**config.mk**
```make
export PLATFORM = sky130hd
export DESIGN_NAME = energy_pulse_config_word
export DESIGN_NICKNAME = d
export VERILOG_FILES = /design/src/logic/energy_pulse_config_word.v /design/src/logic/epc_field_select.v /design/src/logic/epc_rate_divider.v
export VERILOG_INCLUDE_DIRS = /design/src /design/src/logic
export SDC_FILE = /design/constraint.sdc
export NUM_CORES = 1
export LEC_CHECK = 0
export BUFFER_PORTS_ARGS = -buffer_cell sky130_fd_sc_hd__buf_2
export CORE_ASPECT_RATIO = 0.8
export CORE_MARGIN = 2
export CORE_UTILIZATION = 23
export CTS_BUF_LIST = sky130_fd_sc_hd__clkbuf_4
export DETAILED_ROUTE_END_ITERATION = 12
export SYNTH_ARGS = -nofsm -noshare
export SYNTH_HDL_FRONTEND = slang
export SYNTH_SLANG_ARGS = --single-unit
```
**constraint.sdc**
```tcl
create_clock -name clk -period 6.2 [get_ports clk]
set_input_delay 0.31 -clock clk [delete_from_list [all_inputs] [get_ports clk]]
set_output_delay 0.31 -clock clk [all_outputs]
set_load 0.02 [all_outputs]
```
**src/logic/epc_defines.vh**
```
// constants for the energy pulse configuration word loader
// assumes a 32-bit avalon-mm register bus, byte addresses, one clock
`ifndef EPC_DEFINES_VH
`define EPC_DEFINES_VH

// register byte offsets
`define EPC_REG_WORD_LO      8'h00
`define EPC_REG_WORD_MID     8'h04
`define EPC_REG_WORD_HI      8'h08
`define EPC_REG_STATUS       8'h0c
`define EPC_REG_THRESHOLD    8'h10
`define EPC_REG_PULSE_COUNT  8'h14
`define EPC_REG_ACCUM        8'h18

// word layout
`define EPC_WORD_BITS        70
`define EPC_BIT_USE_PROG     0
`define EPC_BIT_BANK_CHOICE  1
`define EPC_BANK1_SHIFT      33
`define EPC_GAIN_HI          34
`define EPC_GAIN_LO          33
`define EPC_CREEP_HI         32
`define EPC_CREEP_LO         31
`define EPC_MON_HI           30
`define EPC_MON_LO           29
`define EPC_CAL_HI           28
`define EPC_CAL_LO           27
`define EPC_LED_HI           26
`define EPC_LED_LO           24
`define EPC_THR_HI           23
`define EPC_THR_LO           2

// hard coded defaults
`define EPC_DEF_GAIN         2'h3
`define EPC_DEF_CREEP        2'h1
`define EPC_DEF_MON          2'h2
`define EPC_DEF_CAL          2'h1
`define EPC_DEF_LED          3'h5
`define EPC_DEF_THR          22'h06a6d4

// creep thresholds in microamps per code
`define EPC_CREEP_UA_0       16'h0910
`define EPC_CREEP_UA_1       16'h1d06
`define EPC_CREEP_UA_2       16'h3a34
`define EPC_CREEP_UA_3       16'h7404

// divider base ratios in internal pulses per output pulse, then the calibration shift and led code limits
`define EPC_MON_BASE_RATIO   10'h200
`define EPC_LED_BASE_RATIO   10'h200
`define EPC_CAL_MAX_SHIFT    3'h6
`define EPC_LED_MAX_CODE     3'h6

`endif

```
**src/logic/energy_pulse_config_word.v**
```verilog
// configuration word loader and pulse generation for a single-phase energy meter
// assumes energy increments and current magnitude come from logic on clk,
// and software loads the 70-bit word over an avalon-mm slave with waitrequest
//
// Contract
// RL1 - emit one internal pulse whenever the accumulator exceeds the pulse threshold
// RL2 - calibration rate equals stepper rate times the calibration multiplier
// RL3 - indicator rate depends only on the led rate select field
// RL4 - bench computes ideal threshold as 435924 scaled by 230V/Vmains and 20A/Imax
// RL5 - fixed-time method: threshold times counted over expected pulses
// RL6 - reference method: threshold times expected ratio over counted reference pulses
// RL7 - once bank one is selected and kept, bank zero is never used again
// RL8 - bench programs bank zero first, keeps bank one for a reprogramming
// RL9 - bench fills the unselected bank with zeros
// RL10 - bench always sets word bit zero to one when programming
// RL11 - the two top word bits are ignored
// RL12 - bank one fields sit at bits 67 down to 35
// RL13 - bank zero fields sit at bits 34 down to 2, bit 1 selects bank
// RL14 - gain code 00 gives 4; creep code 01 gives 7.43mA
// RL15 - led code 101 gives 3200 imp/kWh; multiplier code 10 gives x32
// RL16 - bench writes one complete 70-bit word
// RL17 - bit zero low uses defaults, high uses the selected bank
// RL18 - stepper 100..800, multiplier 8..64, led 100..6400 imp/kWh
// RL19 - defaults: gain 11, creep 01, motor 10, multiplier 01, led 101, 0x6a6d4
// RL20 - no output pulses while current is below the creep threshold
// RL21 - subtract threshold on each pulse, divide outputs by fixed ratios
//
// The address map and the Avalon-MM interface to the registers were left to the implementer.
`timescale 1ns/100ps
`include "epc_defines.vh"

module energy_pulse_config_word #(
  parameter INC_W = 16
) (
  input  wire             clk,
  input  wire             rst_n,
  // avalon-mm slave
  input  wire [7:0]       address,
  input  wire             read,
  input  wire             write,
  input  wire [31:0]      writedata,
  input  wire [3:0]       byteenable,
  output reg  [31:0]      readdata,
  output reg              waitrequest,
  // energy and current from the measurement path
  input  wire             energy_valid,
  input  wire [INC_W-1:0] energy_inc,
  input  wire [15:0]      current_ua,
  // pulse outputs
  output reg              internal_pulse,
  output reg  [1:0]       stepper_drive_pair,
  output reg              cal_pulse,
  output reg              led_pulse,
  output reg  [4:0]       gain_factor,
  output reg              creep_active
);

  ////////////////////////////////////////////////////////////////////////////
  // functions

  // current channel gain per code
  function [4:0] gain_of;
    input [1:0] code;
    begin
      case (code)
        2'h0:    gain_of = 5'h04;                                         // RL14
        2'h1:    gain_of = 5'h10;
        2'h2:    gain_of = 5'h10;
        default: gain_of = 5'h14;
      endcase
    end
  endfunction

  // no-load cutoff in microamps per code
  function [15:0] creep_of;
    input [1:0] code;
    begin
      case (code)
        2'h0:    creep_of = `EPC_CREEP_UA_0;                              // RL20
        2'h1:    creep_of = `EPC_CREEP_UA_1;                              // RL14
        2'h2:    creep_of = `EPC_CREEP_UA_2;
        default: creep_of = `EPC_CREEP_UA_3;
      endcase
    end
  endfunction

  // merges a bus write into a stored word under byte enables
  function [31:0] merge;
    input [31:0] old;
    input [31:0] data;
    input [3:0]  be;
    integer i;
    begin
      merge = old;
      for (i = 0; i < 4; i = i + 1) begin
        if (be[i]) begin
          merge[i*8 +: 8] = data[i*8 +: 8];
        end
      end
    end
  endfunction

  ////////////////////////////////////////////////////////////////////////////
  // configuration word and field selection

  reg  [69:0] word;
  reg         bank1_lock;
  wire        use_prog;
  wire        bank_used;
  wire [1:0]  gain_code;
  wire [1:0]  creep_code;
  wire [1:0]  mon_code;
  wire [1:0]  cal_code;
  wire [2:0]  led_code;
  wire [21:0] threshold;

  epc_field_select u_select (
    .word       (word),
    .bank1_lock (bank1_lock),
    .use_prog   (use_prog),
    .bank_used  (bank_used),
    .gain_code  (gain_code),
    .creep_code (creep_code),
    .mon_code   (mon_code),
    .cal_code   (cal_code),
    .led_code   (led_code),
    .threshold  (threshold)
  );

  ////////////////////////////////////////////////////////////////////////////
  // register bus

  wire        req = read | write;
  wire        take = req & ~waitrequest;
  reg  [31:0] pulse_count;
  reg  [23:0] accum;
  reg  [31:0] next_readdata;

  // one wait cycle per access: waitrequest drops the cycle after a request appears
  always @(posedge clk or negedge rst_n) begin
    if (!rst_n) begin
      waitrequest <= 1'b1;
    end else if (req && waitrequest) begin
      waitrequest <= 1'b0;
    end else begin
      waitrequest <= 1'b1;
    end
  end

  // read mux; unmapped addresses read zero, top word bits read back as stored
  always @* begin
    next_readdata = 32'h0000_0000;
    if (address == `EPC_REG_WORD_LO) begin
      next_readdata = word[31:0];
    end else if (address == `EPC_REG_WORD_MID) begin
      next_readdata = word[63:32];
    end else if (address == `EPC_REG_WORD_HI) begin
      next_readdata = {26'h0000000, word[69:64]};
    end else if (address == `EPC_REG_STATUS) begin
      next_readdata = {16'h0000, creep_active, bank1_lock, bank_used, use_prog,
                       led_code, cal_code, mon_code, creep_code, 1'b0, gain_code};
    end else if (address == `EPC_REG_THRESHOLD) begin
      next_readdata = {10'h000, threshold};
    end else if (address == `EPC_REG_PULSE_COUNT) begin
      next_readdata = pulse_count;
    end else if (address == `EPC_REG_ACCUM) begin
      next_readdata = {8'h00, accum};
    end
  end

  // read data sampled while waiting, so it stands at the completing edge
  always @(posedge clk or negedge rst_n) begin
    if (!rst_n) begin
      readdata <= 32'h0000_0000;
    end else if (read && waitrequest) begin
      readdata <= next_readdata;
    end
  end

  // word writes land at the completing edge; bits 69:68 are stored but unused
  always @(posedge clk or negedge rst_n) begin
    if (!rst_n) begin
      word <= 70'h0;
    end else if (take && write) begin
      if (address == `EPC_REG_WORD_LO) begin
        word[31:0] <= merge(word[31:0], writedata, byteenable);
      end else if (address == `EPC_REG_WORD_MID) begin
        word[63:32] <= merge(word[63:32], writedata, byteenable);
      end else if (address == `EPC_REG_WORD_HI) begin
        if (byteenable[0]) begin
          word[69:64] <= writedata[5:0];                                  // RL11
        end
      end
    end
  end

  // bank one choice is one-way: once a programmed word picks it, it sticks
  always @(posedge clk or negedge rst_n) begin
    if (!rst_n) begin
      bank1_lock <= 1'b0;
    end else if (word[`EPC_BIT_USE_PROG] && word[`EPC_BIT_BANK_CHOICE]) begin
      bank1_lock <= 1'b1;                                                 // RL7
    end
  end

  ////////////////////////////////////////////////////////////////////////////
  // accumulator and internal pulse

  wire [23:0] inc_ext = energy_valid ? {{(24-INC_W){1'b0}}, energy_inc} : 24'h000000;
  wire [23:0] thr_ext = {2'h0, threshold};
  wire        over    = accum > thr_ext;
  wire        creep_block = current_ua < creep_of(creep_code);

  // below the creep cutoff nothing accumulates and nothing pulses
  always @(posedge clk or negedge rst_n) begin
    if (!rst_n) begin
      accum          <= 24'h000000;
      internal_pulse <= 1'b0;
      creep_active   <= 1'b0;
      pulse_count    <= 32'h0000_0000;
    end else begin
      creep_active   <= creep_block;
      internal_pulse <= 1'b0;
      if (!creep_block) begin                                             // RL20
        if (over) begin
          accum          <= accum - thr_ext + inc_ext;                    // RL21
          internal_pulse <= 1'b1;                                         // RL1
          pulse_count    <= pulse_count + 32'h0000_0001;
        end else begin
          accum <= accum + inc_ext;
        end
      end
    end
  end

  ////////////////////////////////////////////////////////////////////////////
  // output rate dividers
  // the internal train counts as 51200 imp/kWh, the top calibration rate

  wire [2:0] cal_shift = `EPC_CAL_MAX_SHIFT - {1'b0, mon_code} - {1'b0, cal_code};
  wire [2:0] led_sel   = (led_code > `EPC_LED_MAX_CODE) ? `EPC_LED_MAX_CODE : led_code;
  wire [9:0] mon_ratio = `EPC_MON_BASE_RATIO >> mon_code;                 // RL18
  wire [9:0] cal_ratio = 10'h001 << cal_shift;                            // RL2
  wire [9:0] led_ratio = `EPC_LED_BASE_RATIO >> led_sel;                  // RL3
  wire       mon_tick;
  wire       cal_tick;
  wire       led_tick;

  // stepper rate: 100 << code imp/kWh
  epc_rate_divider #(.W(10)) u_mon_div (
    .clk   (clk),
    .rst_n (rst_n),
    .tick  (internal_pulse),
    .ratio (mon_ratio),
    .pulse (mon_tick)
  );

  // calibration rate: stepper rate times 8 << multiplier code
  epc_rate_divider #(.W(10)) u_cal_div (
    .clk   (clk),
    .rst_n (rst_n),
    .tick  (internal_pulse),
    .ratio (cal_ratio),
    .pulse (cal_tick)
  );

  // indicator rate: 100 << led code imp/kWh, code 7 held at 6400, multiplier plays no part
  epc_rate_divider #(.W(10)) u_led_div (
    .clk   (clk),
    .rst_n (rst_n),
    .tick  (internal_pulse),
    .ratio (led_ratio),
    .pulse (led_tick)
  );

  reg phase;

  // register outputs; stepper pulses alternate between the two coil phases
  always @(posedge clk or negedge rst_n) begin
    if (!rst_n) begin
      stepper_drive_pair <= 2'h0;
      cal_pulse          <= 1'b0;
      led_pulse          <= 1'b0;
      phase              <= 1'b0;
      gain_factor        <= 5'h04;
    end else begin
      cal_pulse          <= cal_tick;                                     // RL15
      led_pulse          <= led_tick;
      gain_factor        <= gain_of(gain_code);
      stepper_drive_pair <= 2'h0;
      if (mon_tick) begin
        stepper_drive_pair <= phase ? 2'h2 : 2'h1;
        phase              <= ~phase;
      end
    end
  end

endmodule // energy_pulse_config_word

```
**src/logic/epc_field_select.v**
```verilog
// field selection from the configuration word: defaults, bank zero or bank one
// assumes the word and the bank lock come from flip-flops on the same clock
`timescale 1ns/100ps
`include "epc_defines.vh"

module epc_field_select (
  input  wire [69:0] word,
  input  wire        bank1_lock,
  output reg         use_prog,
  output reg         bank_used,
  output reg  [1:0]  gain_code,
  output reg  [1:0]  creep_code,
  output reg  [1:0]  mon_code,
  output reg  [1:0]  cal_code,
  output reg  [2:0]  led_code,
  output reg  [21:0] threshold
);

  reg [34:0] bank;

  // pick the bank, then the programmed or default values; bits 69:68 never read
  always @* begin
    use_prog  = word[`EPC_BIT_USE_PROG];                                  // RL17
    bank_used = word[`EPC_BIT_BANK_CHOICE] | bank1_lock;                  // RL7
    if (bank_used) begin
      bank = word[67:33] >> 0;                                            // RL12
    end else begin
      bank = word[34:0];                                                  // RL13
    end
    if (use_prog) begin
      gain_code  = bank[`EPC_GAIN_HI:`EPC_GAIN_LO];
      creep_code = bank[`EPC_CREEP_HI:`EPC_CREEP_LO];
      mon_code   = bank[`EPC_MON_HI:`EPC_MON_LO];
      cal_code   = bank[`EPC_CAL_HI:`EPC_CAL_LO];
      led_code   = bank[`EPC_LED_HI:`EPC_LED_LO];
      threshold  = bank[`EPC_THR_HI:`EPC_THR_LO];
    end else begin
      gain_code  = `EPC_DEF_GAIN;                                         // RL19
      creep_code = `EPC_DEF_CREEP;
      mon_code   = `EPC_DEF_MON;
      cal_code   = `EPC_DEF_CAL;
      led_code   = `EPC_DEF_LED;
      threshold  = `EPC_DEF_THR;
    end
  end

endmodule // epc_field_select

```
**src/logic/epc_rate_divider.v**
```verilog
// divides the internal pulse train by a run-time ratio
// assumes tick is a one-cycle pulse on the same clock
`timescale 1ns/100ps

module epc_rate_divider #(
  parameter W = 10
) (
  input  wire         clk,
  input  wire         rst_n,
  input  wire         tick,
  input  wire [W-1:0] ratio,
  output reg          pulse
);

  reg [W-1:0] count;

  // count ticks, emit one pulse per ratio ticks; >= copes with a ratio that shrinks
  always @(posedge clk or negedge rst_n) begin
    if (!rst_n) begin
      count <= {W{1'b0}};
      pulse <= 1'b0;
    end else begin
      pulse <= 1'b0;
      if (tick) begin
        if (count + {{(W-1){1'b0}}, 1'b1} >= ratio) begin                 // RL21
          count <= {W{1'b0}};
          pulse <= 1'b1;
        end else begin
          count <= count + {{(W-1){1'b0}}, 1'b1};
        end
      end
    end
  end

endmodule // epc_rate_divider

```
==> summary.txt <==
Run status
  – Status: completed

Place
  – PortBufs: 120
  – Post-detail-place hpwl: 33550 um
  – Final Wtd Congestion: ~0.85

Job
  – Max Cap Viol: 0

Synth
  – Synth Warn #: 0
  – Sequential area share after synthesis: 0.3613
  – Asr flop ratio synth: 1.000
  – Post-synth EDFFs: 0
  – Mapped Cells: approximately 1500
  – Synthesized flop and latch total: between 200 and 250
  – Synth Cell Area: 14000 um2
  – Prevailing post-synth register cell: dfrtp_1
  – Synth unique cells: between 80 and 90
  – Mean Syn Cell Area: approximately 9.4 um2

Setup path
  – Crit path cell chain: nor2_2, buf_4, mux2i_1, and2_1, inv_1, fa_1, inv_1, ha_1, and3_1, a22oi_1, a21oi_1, a41o_1, a31oi_1, a211oi_1, mux2i_1, a211o_1
  – Critical Path RT: around 6.8 ns
  – CP Class: reg -> reg
  – Critical path peak fanout: 23
  – Startpoint class of the critical path: flop
  – R2R Setup Slk: approximately 1.3 ns
  – Worst path max stage delay: just over 0.5 ns
  – CP max stage cell: fa_1
  – Setup crit end kind: flop
  – Arr. time, crit path: roughly 5.5 ns

STA
  – Setup-failing EPs final: 0
  – Worst-Margin Slew: just over 1 ns
  – Crit path time final: about 5 ns
  – Max Fclk: slightly above 200 MHz
  – Setup TNS: 0 ns
  – RSZ-0062 raised after global routing: false
  – Hold Vio Cnt, Final: 0
  – Post-route clock period utilization: 0.7866
  – Slew HR: 0.3104
  – Setup Skew: between 0.09 and 0.1 ns
  – Pins over their slew limit: 0

Clocking
  – Hold Buf Count CTS: 35
  – Skew-Pair Late Insertion Delay: between 0.7 and 0.8 ns
  – Max Buffers Root-to-Sink: 3
  – CTS Sinks: approximately 200
  – Root buf cell: clkbuf_4
  – Post-CTS Setup Inserts: 0
  – H-tree levels: 2
  – Clock-pin transition on the worst setup and hold timing paths: roughly 0.08 ns
  – Total CTS buffers: 56
  – Post-cts resize count: 0
  – TritonCTS clock tree: done

Min path
  – Hold crit path type: in -> async

Global routing
  – First-pass GRT wire length: a little under 70000 um
  – Overflow left after global routing: 0
  – Pin count of the biggest net entering global routing: between 150 and 200
  – Vias in the first global route: roughly 12000
  – Total GRT Usage: 0.1384
  – Initial antenna violation count: 6

Power and ir drop
  – Cell leakage power: approximately 7.6 nW
  – Power per cell area: 379.6 nW/um2
  – Worst VDD drop: 0.1515 mV
  – Final Power: between 6 and 7 mW

Route
  – DRT Pass-1 Iters: 5
  – Via Count: approximately 12000
  – Total Wirelength: about 44000 um
  – Drt initial violations: roughly 1100
  – Antenna viol nets, final: 0
  – Routed len/inst: approximately 18 um
  – Vias/cell: 4.914
  – Drt drc: 0

Floorplanning
  – Floorplan core area: 59860 um2
  – Row count: 80
  – Chip Height: roughly 220 um
  – Starting Density: 0.2339
  – # IOs: between 100 and 150
  – Die W: 279.8 um
  – Area of the die: between 60000 and 70000 um2

Layout
  – Area Overhead vs Synth: 17.63%
  – Share of cells above drive strength 1: 0.2026
  – Final nets: between 1500 and 2000
-- report_power, final --
| part | internal, mW | switching (mW) | total (mW) |
|---|---|---|---|
| registers | 1.53 | 0.339 | 1.87 |
| clock network | 0.598 | 0.591 | 1.19 |
| logic | 1.39 | 1.80 | 3.19 |
| total | 3.52 | 2.73 | 6.25 |
-- routing by layer --
layer,part of all wire,up-vias,global-route usage
met1,0.47,5858,0.1990
met2,0.41,523,0.2002
met5,0.0013,-,0
li1,-,5700,-
met4,0.016,10,0.03381
met3,0.10,61,0.04259
-- path summary, 6_finish.rpt --
| kind | start | cells after the start | end |
|---|---|---|---|
| worst max register to register | word[1] | 16 | accum[23] |
| worst min-delay path | rst_n | 2 | readdata[3] |
| min in group clk | byteenable[0] | 3 | word[35] |
| worst max-delay path | word[1] | 16 | accum[23] |
| worst min register to register | u_cal_div.pulse | 0 | cal_pulse |
| max in group asynchronous | rst_n | 3 | pulse_count[18] |
-- Yosys cell counts (19+ instances only) --
cell type / n / share of area
nor2_1: 88 / 0.024
and3_1: 31 / 0.014
a21o_1: 24 / 0.013
inv_1: 87 / 0.023
a21oi_1: 85 / 0.030
clkbuf_1: 42 / 0.011
nand2_1: 167 / 0.045
mux2i_1: 24 / 0.017
nand3_1: 48 / 0.017
fa_1: 21 / 0.030
mux2_2: 93 / 0.075
ha_1: 101 / 0.090
dfrtp_1: 200 / 0.36
nand4_1: 23 / 0.010
o21ai_0: 73 / 0.026
nor3_1: 19 / 0.0068
xnor2_1: 72 / 0.045
-- kinds of logic (layout without fill, tap and decap cells) --
family,after synthesis,in the layout,synth area share
compound gates,345,345,0.1654
fa+ha+maj,122,122,0.1203
simple gates,464,464,0.1635
xor+xnor,84,84,0.05256
other cells,1,4,0.0002679
mux,119,119,0.09358
buf+inv,152,354,0.04317
flops,202,202,0.3613
-- sequential cells by signal, indices dropped and copies added, names as in the netlist --
signal,cells
pulse_count,32
bank1_lock,1
accum,24
waitrequest,1
u_mon_div.pulse,1
internal_pulse,1
u_mon_div.count,10
gain_factor,2
cal_pulse,1
led_pulse,1
u_led_div.pulse,1
creep_active,1
word,70
u_cal_div.pulse,1
u_cal_div.count,10
readdata,32
stepper_drive_pair,2
phase,1
u_led_div.count,10
-- layout make-up --
class	count	area [um2]
fillers	6339	43390
clock inverters	17	76.32
diodes	1	2.502
well taps	779	974.7
clock buffers	81	608.1
inverters	88	330.3
repair buffers	168	1070
multi-input cells	1137	8347
flip-flops and latches	202	5057
-- critical path: cells and delay by family, from the launching register on --
family                   cells  cell delay [ns]
AO/OA/AOI/OAI                6             1.73
adder cells (fa/ha/maj)      2             0.84
buffers and inverters        3             0.56
flip-flops                   1             0.45
multiplexers                 2             0.38
AND/OR/NAND/NOR              3             0.78
-- metrics by stage --
stage / hold slack [ns] / cell area [um2] / util / instances / setup slack [ns]
floorplan: 0.01441 / 14010 / - / 1491 / 1.884
global placement: 0.2498 / 15430 / 0.2578 / 2339 / 1.501
detailed placement: 0.2544 / 15430 / 0.2578 / 2339 / 1.426
CTS: 0.001042 / 16460 / 0.2750 / 2472 / 1.388
global route: 0.04434 / 16470 / 0.2751 / 2473 / 1.127
finish: 0.05224 / 16470 / 0.2751 / 2473 / 1.323
-- placed cells by master, fill, tap and decap left out, types with 12 or more instances in the layout --
cell	instances
clkbuf_4	81
mux2_2	93
nor2b_1	13
nor2_1	88
nand2b_1	16
o21ai_0	73
o2bb2ai_1	12
nor3_1	19
buf_2	119
a22oi_1	15
a21o_1	24
and3_1	31
nand3_1	48
xnor2_1	72
nand2_1	166
fa_1	21
ha_1	101
nand4_1	23
a21oi_1	85
inv_1	87
xor2_1	12
clkinv_1	12
dlygate4sd3_1	35
mux2i_1	24
dfrtp_1	200
a211oi_1	14
buf_4	12
a31oi_1	13
and2_1	16
o21a_1	15
No activity file was read; power rests on OpenSTA's default activity.
